===== src/cdel_pkg.sv =====
// constants for the cache data error logger
package cdel_pkg;
   // register byte offsets
   localparam logic [7:0] OFS_STATUS = 8'h00;
   localparam logic [7:0] OFS_INDEX = 8'h04;
   localparam logic [7:0] OFS_SYNDROME = 8'h08;
   localparam logic [7:0] OFS_IRQ_STATUS = 8'h0C;
   localparam logic [7:0] OFS_IRQ_ENABLE = 8'h10;
   localparam logic [7:0] OFS_IRQ_CLEAR = 8'h14;
   // status field positions
   localparam int BIT_LOCK = 0;
   localparam int BIT_FIXABLE = 1;
   localparam int BIT_FATAL = 2;
   localparam int BIT_BAD_ADDR = 3;
   localparam int BIT_LOST = 4;
   localparam int OP_LSB = 8;
   localparam int IDX_LSB = 3;
   // data operation codes
   localparam logic [3:0] OP_DATA_STREAM = 4'h7;
   localparam logic [3:0] OP_INSTR_STREAM = 4'h3;
   localparam logic [3:0] OP_WRITEBACK = 4'h4;
   localparam logic [3:0] OP_PARTIAL_MERGE = 4'h2;
   // interrupt event positions
   localparam int IRQ_FIXABLE = 0;
   localparam int IRQ_FATAL = 1;
   localparam int IRQ_LOST = 2;
   localparam int IRQ_W = 3;
   // reset values
   localparam logic [4:0] FLAGS_RST = 5'h00;
   localparam logic [31:0] WORD_RST = 32'h0000_0000;
endpackage : cdel_pkg


===== src/cdel_logger.sv =====
// data ram error logger with apb register access
`timescale 1ns/100ps
`default_nettype none

// Contract
// - capture all registers while nothing recorded
// - hold fixable capture; reload only on fatal
// - fatal capture sets lock bit zero
// - fatal while locked sets lost bit four
// - only status writable; clearing re-arms capture; interrupt enable and clear registers also take writes
// - fixable error sets bit one, loads registers
// - fatal error sets bit two, loads, locks
// - address fault sets bit three, loads, locks
// - lock always comes with fatal or fault
// - hardware sets flags; software writes one clears
// - operation code in bits 11:8, read-only
// - codes 0111, 0011, 0100 for reads, writeback
// - code 0010 for partial write merge
// - full writes and fills never log errors
// - index held; replaced only by fatal
// - index read-only, locked by lock flag
// - index in bits 16:3, 20:17 undefined
// - syndrome captured under same lock rules
module cdel_logger #(
   parameter int IDX_W = 14,
   parameter int SYN_W = 8
) (
   input wire logic pclk,
   input wire logic presetn,
   input wire logic psel,
   input wire logic penable,
   input wire logic pwrite,
   input wire logic [7:0] paddr,
   input wire logic [31:0] pwdata,
   output logic [31:0] prdata,
   output logic pready,
   output logic pslverr,
   input wire logic ecc_fixable,
   input wire logic ecc_fatal,
   input wire logic ecc_bad_addr,
   input wire logic [3:0] data_op_code,
   input wire logic [IDX_W-1:0] ecc_index,
   input wire logic [SYN_W-1:0] ecc_syndrome,
   output logic irq
);

   // address match used by read mux and write decode
   function automatic logic addr_is(input logic [7:0] a, input logic [7:0] ofs);
      addr_is = (a == ofs);
   endfunction : addr_is

   // error flags and captured contents
   logic lock_reg, lock_next;
   logic fixable_error_flag, fixable_next;
   logic fatal_error_flag, fatal_next;
   logic bad_addr_reg, bad_addr_next;
   logic lost_reg, lost_next;
   logic [3:0] op_reg, op_next;
   logic [IDX_W-1:0] idx_reg, idx_next;
   logic [SYN_W-1:0] syn_reg, syn_next;
   // interrupt state
   logic [cdel_pkg::IRQ_W-1:0] irq_stat_reg, irq_stat_next;
   logic [cdel_pkg::IRQ_W-1:0] irq_en_reg, irq_en_next;
   logic irq_reg, irq_next;
   // bus answer state
   logic [31:0] rdata_reg, rdata_next;
   logic ready_reg, ready_next;
   logic err_reg, err_next;

   // decoded events
   logic fatal_evt;
   logic load_evt;
   logic lost_evt;
   logic wr_fire;
   logic wr_status;
   logic [31:0] status_word;
   logic [31:0] index_word;

   // any uncorrectable kind, address fault counts too
   assign fatal_evt = ecc_fatal | ecc_bad_addr;
   // capture only when unlocked; fixable only when nothing held
   assign load_evt = !lock_reg &&
      (fatal_evt || (ecc_fixable && !fixable_error_flag));
   assign lost_evt = lock_reg && fatal_evt;
   // write lands on the completing access edge
   assign wr_fire = psel && penable && ready_reg && pwrite;
   // status is the only error register that takes writes
   assign wr_status = wr_fire && addr_is(paddr, cdel_pkg::OFS_STATUS);

   // status word as software sees it, op field read-only
   always_comb
   begin
      status_word = cdel_pkg::WORD_RST;
      status_word[cdel_pkg::BIT_LOCK] = lock_reg;
      status_word[cdel_pkg::BIT_FIXABLE] = fixable_error_flag;
      status_word[cdel_pkg::BIT_FATAL] = fatal_error_flag;
      status_word[cdel_pkg::BIT_BAD_ADDR] = bad_addr_reg;
      status_word[cdel_pkg::BIT_LOST] = lost_reg;
      status_word[cdel_pkg::OP_LSB +: 4] = op_reg;
   end

   // index sits at bits 16:3; upper undefined bits read zero
   always_comb
   begin
      index_word = cdel_pkg::WORD_RST;
      index_word[cdel_pkg::IDX_LSB +: IDX_W] = idx_reg;
   end

   // next values of flags and captured contents
   always_comb
   begin
      lock_next = lock_reg;
      fixable_next = fixable_error_flag;
      fatal_next = fatal_error_flag;
      bad_addr_next = bad_addr_reg;
      lost_next = lost_reg;
      op_next = op_reg;
      idx_next = idx_reg;
      syn_next = syn_reg;
      // software clears first so a same-cycle set wins
      if (wr_status)
      begin
         if (pwdata[cdel_pkg::BIT_LOCK])
            lock_next = 1'b0;
         if (pwdata[cdel_pkg::BIT_FIXABLE])
            fixable_next = 1'b0;
         if (pwdata[cdel_pkg::BIT_FATAL])
            fatal_next = 1'b0;
         if (pwdata[cdel_pkg::BIT_BAD_ADDR])
            bad_addr_next = 1'b0;
         if (pwdata[cdel_pkg::BIT_LOST])
            lost_next = 1'b0;
      end
      // capture path; op code passed through as the sequencer gives it
      if (load_evt)
      begin
         op_next = data_op_code;
         idx_next = ecc_index;
         syn_next = ecc_syndrome;
         if (fatal_evt)
         begin
            lock_next = 1'b1;
            // fault and fatal are exclusive; fault takes precedence
            if (ecc_bad_addr)
               bad_addr_next = 1'b1;
            else
               fatal_next = 1'b1;
         end
         else
         begin
            fixable_next = 1'b1;
         end
      end
      // nothing else moves while locked
      if (lost_evt)
         lost_next = 1'b1;
   end

   // flag and capture registers
   always_ff @(posedge pclk or negedge presetn)
   begin
      if (!presetn)
      begin
         // all flags cleared so capture is armed
         lock_reg <= 1'b0;
         fixable_error_flag <= 1'b0;
         fatal_error_flag <= 1'b0;
         bad_addr_reg <= 1'b0;
         lost_reg <= 1'b0;
         op_reg <= 4'h0;
         idx_reg <= '0;
         syn_reg <= '0;
      end
      else
      begin
         lock_reg <= lock_next;
         fixable_error_flag <= fixable_next;
         fatal_error_flag <= fatal_next;
         bad_addr_reg <= bad_addr_next;
         lost_reg <= lost_next;
         op_reg <= op_next;
         idx_reg <= idx_next;
         syn_reg <= syn_next;
      end
   end

   // sticky interrupt status, enable, level output
   always_comb
   begin
      logic [cdel_pkg::IRQ_W-1:0] evt;
      logic [cdel_pkg::IRQ_W-1:0] clr;
      evt = '0;
      clr = '0;
      evt[cdel_pkg::IRQ_FIXABLE] = load_evt && !fatal_evt;
      evt[cdel_pkg::IRQ_FATAL] = load_evt && fatal_evt;
      evt[cdel_pkg::IRQ_LOST] = lost_evt;
      if (wr_fire && addr_is(paddr, cdel_pkg::OFS_IRQ_CLEAR))
         clr = pwdata[cdel_pkg::IRQ_W-1:0];
      irq_en_next = irq_en_reg;
      if (wr_fire && addr_is(paddr, cdel_pkg::OFS_IRQ_ENABLE))
         irq_en_next = pwdata[cdel_pkg::IRQ_W-1:0];
      // set beats clear bit by bit
      for (int i = 0; i < cdel_pkg::IRQ_W; i++)
         irq_stat_next[i] = evt[i] | (irq_stat_reg[i] & ~clr[i]);
      irq_next = |(irq_stat_next & irq_en_next);
   end

   // interrupt registers
   always_ff @(posedge pclk or negedge presetn)
   begin
      if (!presetn)
      begin
         irq_stat_reg <= '0;
         irq_en_reg <= '0;
         irq_reg <= 1'b0;
      end
      else
      begin
         irq_stat_reg <= irq_stat_next;
         irq_en_reg <= irq_en_next;
         irq_reg <= irq_next;
      end
   end

   // apb answer: ready and data fixed in the setup cycle
   always_comb
   begin
      rdata_next = rdata_reg;
      ready_next = 1'b0;
      err_next = 1'b0;
      if (psel && !penable)
      begin
         ready_next = 1'b1;
         rdata_next = cdel_pkg::WORD_RST;
         // read data sampled at setup; an error landing in the
         // access cycle shows on the next read
         if (addr_is(paddr, cdel_pkg::OFS_STATUS))
            rdata_next = status_word;
         else if (addr_is(paddr, cdel_pkg::OFS_INDEX))
            rdata_next = index_word;
         else if (addr_is(paddr, cdel_pkg::OFS_SYNDROME))
            rdata_next[SYN_W-1:0] = syn_reg;
         else if (addr_is(paddr, cdel_pkg::OFS_IRQ_STATUS))
            rdata_next[cdel_pkg::IRQ_W-1:0] = irq_stat_reg;
         else if (addr_is(paddr, cdel_pkg::OFS_IRQ_ENABLE))
            rdata_next[cdel_pkg::IRQ_W-1:0] = irq_en_reg;
         else if (addr_is(paddr, cdel_pkg::OFS_IRQ_CLEAR))
            rdata_next = cdel_pkg::WORD_RST;
         else
            err_next = 1'b1; // unmapped address
      end
   end

   // apb answer registers
   always_ff @(posedge pclk or negedge presetn)
   begin
      if (!presetn)
      begin
         rdata_reg <= cdel_pkg::WORD_RST;
         ready_reg <= 1'b0;
         err_reg <= 1'b0;
      end
      else
      begin
         rdata_reg <= rdata_next;
         ready_reg <= ready_next;
         err_reg <= err_next;
      end
   end

   assign prdata = rdata_reg;
   assign pready = ready_reg;
   assign pslverr = err_reg;
   assign irq = irq_reg;
endmodule : cdel_logger

`default_nettype wire


===== config.mk =====
export PLATFORM = sky130hd
export DESIGN_NAME = cdel_logger
export DESIGN_NICKNAME = d
export VERILOG_FILES = /design/src/cdel_pkg.sv /design/src/cdel_logger.sv
export SDC_FILE = /design/constraint.sdc
export NUM_CORES = 1
export LEC_CHECK = 0
export ABC_AREA = 1
export BUFFER_PORTS_ARGS = -buffer_cell sky130_fd_sc_hd__buf_2
export CORE_AREA = 5 5 89 91
export DETAILED_ROUTE_END_ITERATION = 7
export DIE_AREA = 0 0 94 96
export PLACE_DENSITY = 0.75
export SYNTH_ARGS = -nofsm -noshare
export SYNTH_HDL_FRONTEND = slang
export SYNTH_SLANG_ARGS = --single-unit
export TNS_END_PERCENT = 1

===== constraint.sdc =====
create_clock -name pclk -period 3.5 [get_ports pclk]
set_input_delay 0.875 -clock pclk [delete_from_list [all_inputs] [get_ports pclk]]
set_output_delay 0.875 -clock pclk [all_outputs]
set_load 0.01 [all_outputs]

==> flow_metrics.py <==
metrics = {
    "min_path": {
        "worstHoldPathCells": 2,
        "worstHoldPathType": "flop to flop",
    },
    "finish": {
        "diodes": 0,
        "n_fill_cell": 724,
        "synthToLayoutAreaGrowth_pct": 19.16,
        "final_nets": 469,
        "final_layout_size_suffix_gt1_share_pct": 28.00,
        "most-common-layout-cells": "nand2_1, buf_2, dfrtp_1",
        "largest_reg_flops": 17,
        "fin_area_um2": 3244,
        "final_common_cell": "nand2_1",
    },
    "floorplanning": {
        "ios": 109,
        "rows": 31,
        "core_area_um2": 7059,
        "die_x_um": 94,
        "initial_core_util_pct": 38.57,
        "die_area_um2": 9024,
        "die_y_um": 96,
    },
    "power_and_ir_drop": {
        "p_leak_nw": 1.784,
        "p_sw_mw": 0.4415,
        "power.density_nw_per_um2": 486.0,
        "seqPwrFrac_pct": 52.2,
        "ir_drop_uv": 188.4,
        "p_clk_share_pct": 34.4,
        "pwr-share-comb_pct": 13.4,
        "internal-power_mw": 1.135,
        "swShare_pct": 28.00,
        "power_mw": 1.577,
    },
    "sta": {
        "hold_viol_final": 0,
        "max_slew_margin_pct": 62.57,
        "fin_setup_tns_ns": 0,
        "worstMarginPinSlew_ns": 0.5615,
        "period_needed_ns": 1.891,
        "rsz0062_at_grt": "no",
        "finalClockSkew_ns": 0.006113,
        "drv_slew": 0,
        "setup_viol": 0,
        "finalCritPeriodShare_pct": 54.04,
        "timing.fmax_mhz": 528.7,
    },
    "critical_path": {
        "path_class": "input pin to flop",
        "reg2reg_depth": 6,
        "startpoint_type": "input pin",
        "worstSetupEndpointType": "flop",
        "crit_fanout": 30,
        "arrival_ns": 2.17,
        "worstPathRequired_ns": 3.78,
    },
    "cts": {
        "clockBufferDepth": 2,
        "post_cts_buffers": 0,
        "cts_hold_buf": 0,
        "cts_root_buf": "clkbuf_8",
        "cts_tree": "done",
        "clkLatencyLatePin_ns": 0.34,
        "cts.sink_count": 57,
        "htree_levels": 3,
        "cts_resized": 0,
        "path_clk_slew_ns": 0.06,
        "cts_made_buffers": 9,
    },
    "grt": {
        "grt_overflow": 0,
        "track_usage_pct": 15.78,
        "grt_max_degree": 34,
        "grt_pass1_wl_um": 10780,
        "grt_pass1_vias": 2260,
        "antenna_found_initial": 0,
    },
    "logic_synthesis": {
        "yosysSeqAreaShare_pct": 52.39,
        "ys_warn_count": 0,
        "avgSynthCellArea_um2": 8.352,
        "postSynthCellCount": 326,
        "ys_seq_elements": 57,
        "synth_cell_types": 29,
        "synth_area_um2": 2723,
    },
    "job": {
        "maxCapViolCount": 0,
    },
    "placed_design": {
        "postPlaceCellArea_um2": 3070,
        "place.gp.congestion": 0.8720,
        "dp_hpwl_um": 4826,
        "port_buffers": 66,
    },
    "detailed_routing": {
        "drt_iter0_drc": 87,
        "drc": 0,
        "vias_per_cell": 4.489,
        "vias": 2240,
        "first_pass_iters": 4,
        "wirelength_um": 6471,
        "routedWlPerCell_um": 12.97,
        "drtAntennaViolNets": 0,
    },
    "outcome": {
        "status": "completed",
    },
}
-- per-layer routing --
layer	track usage [%]	wire length [µm]
met5	0	0
met4	7.220	165
met3	5.082	397
met2	24.31	2957
met1	20.29	2951
-- stage by stage --
stage               instances  util, %  worst slack (ns)  hold WS (ns)
floorplan                 340        -             1.756        0.4417
global placement          483    43.50             1.293        0.4552
detailed placement        483    43.50             1.275        0.4585
CTS                       499    45.96             1.633        0.4752
global route              499    45.96             1.486        0.4959
finish                    499    45.96             1.609        0.4708
-- cell usage after synthesis --
cell type,n,share of area [%]
nor3_4,1,0.60
dfrtp_1,57,52
a22o_1,1,0.32
clkbuf_1,1,0.14
a31oi_1,1,0.23
nor2_4,4,1.7
o31ai_1,2,0.55
o21ai_2,1,0.32
o21ai_1,3,0.55
nor2_2,3,0.69
nand3_4,1,0.64
inv_1,14,1.9
a21oi_1,5,0.92
inv_4,1,0.23
a21oi_2,4,1.3
inv_2,6,0.83
conb_1,1,0.14
nand3_2,1,0.37
o21ai_0,2,0.37
nand4_1,7,1.6
clkinv_2,1,0.18
nand2_2,6,1.4
nand3_1,30,5.5
buf_6,2,0.83
and3_1,1,0.23
nand2_1,133,18
nor2_1,15,2.1
buf_2,4,0.74
buf_4,18,5.0
-- power groups by stage --
| stage | clock network [mW] | logic (mW) | registers, mW |
|---|---|---|---|
| after floorplan | 0 | 0.141 | 0.824 |
| after global placement | 0 | 0.207 | 0.828 |
| after detailed placement | 0 | 0.215 | 0.834 |
| after CTS | 0.556 | 0.216 | 0.823 |
| after global routing | 0.588 | 0.249 | 0.836 |
| final | 0.542 | 0.211 | 0.823 |
-- final timing paths --
check | end | startpoint | slack [ns]
max | syn_reg[3] | ecc_bad_addr | 1.61
max reg2reg | fatal_error_flag | fixable_error_flag | 1.91
max in group asynchronous | prdata[0] | presetn | 2.13
min | prdata[14] | prdata[14] | 0.47
min reg2reg | prdata[14] | prdata[14] | 0.47
min in group asynchronous | syn_reg[0] | presetn | 0.53
-- critical path, stage by stage --
cell,delay [ns]
buf_2,0.12
nor2_1,0.27
a21oi_2,0.09
buf_4,0.24
inv_2,0.35
nand2_1,0.12
nand2_1,0.08
-- area by class of cell --
type                            instances  area [µm²]  share of cell area [%]
Sequential cell                        57        1426                   43.96
Multi-Input combinational cell        236        1081                   33.32
Tap cell                               99       123.9                   3.818
Clock buffer                           13       158.9                   4.898
Timing Repair Buffer                   69       352.8                   10.88
Clock inverter                          3       15.01                  0.4628
Inverter                               22       86.33                   2.661
-- cells by family after synthesis --
logic type      share of synthesized area (%)
flops                                   52.39
other cells                            0.1377
simple gates                            33.09
buf+inv                                 9.834
compound gates                          4.549
Power figures use the tool's default switching activity.
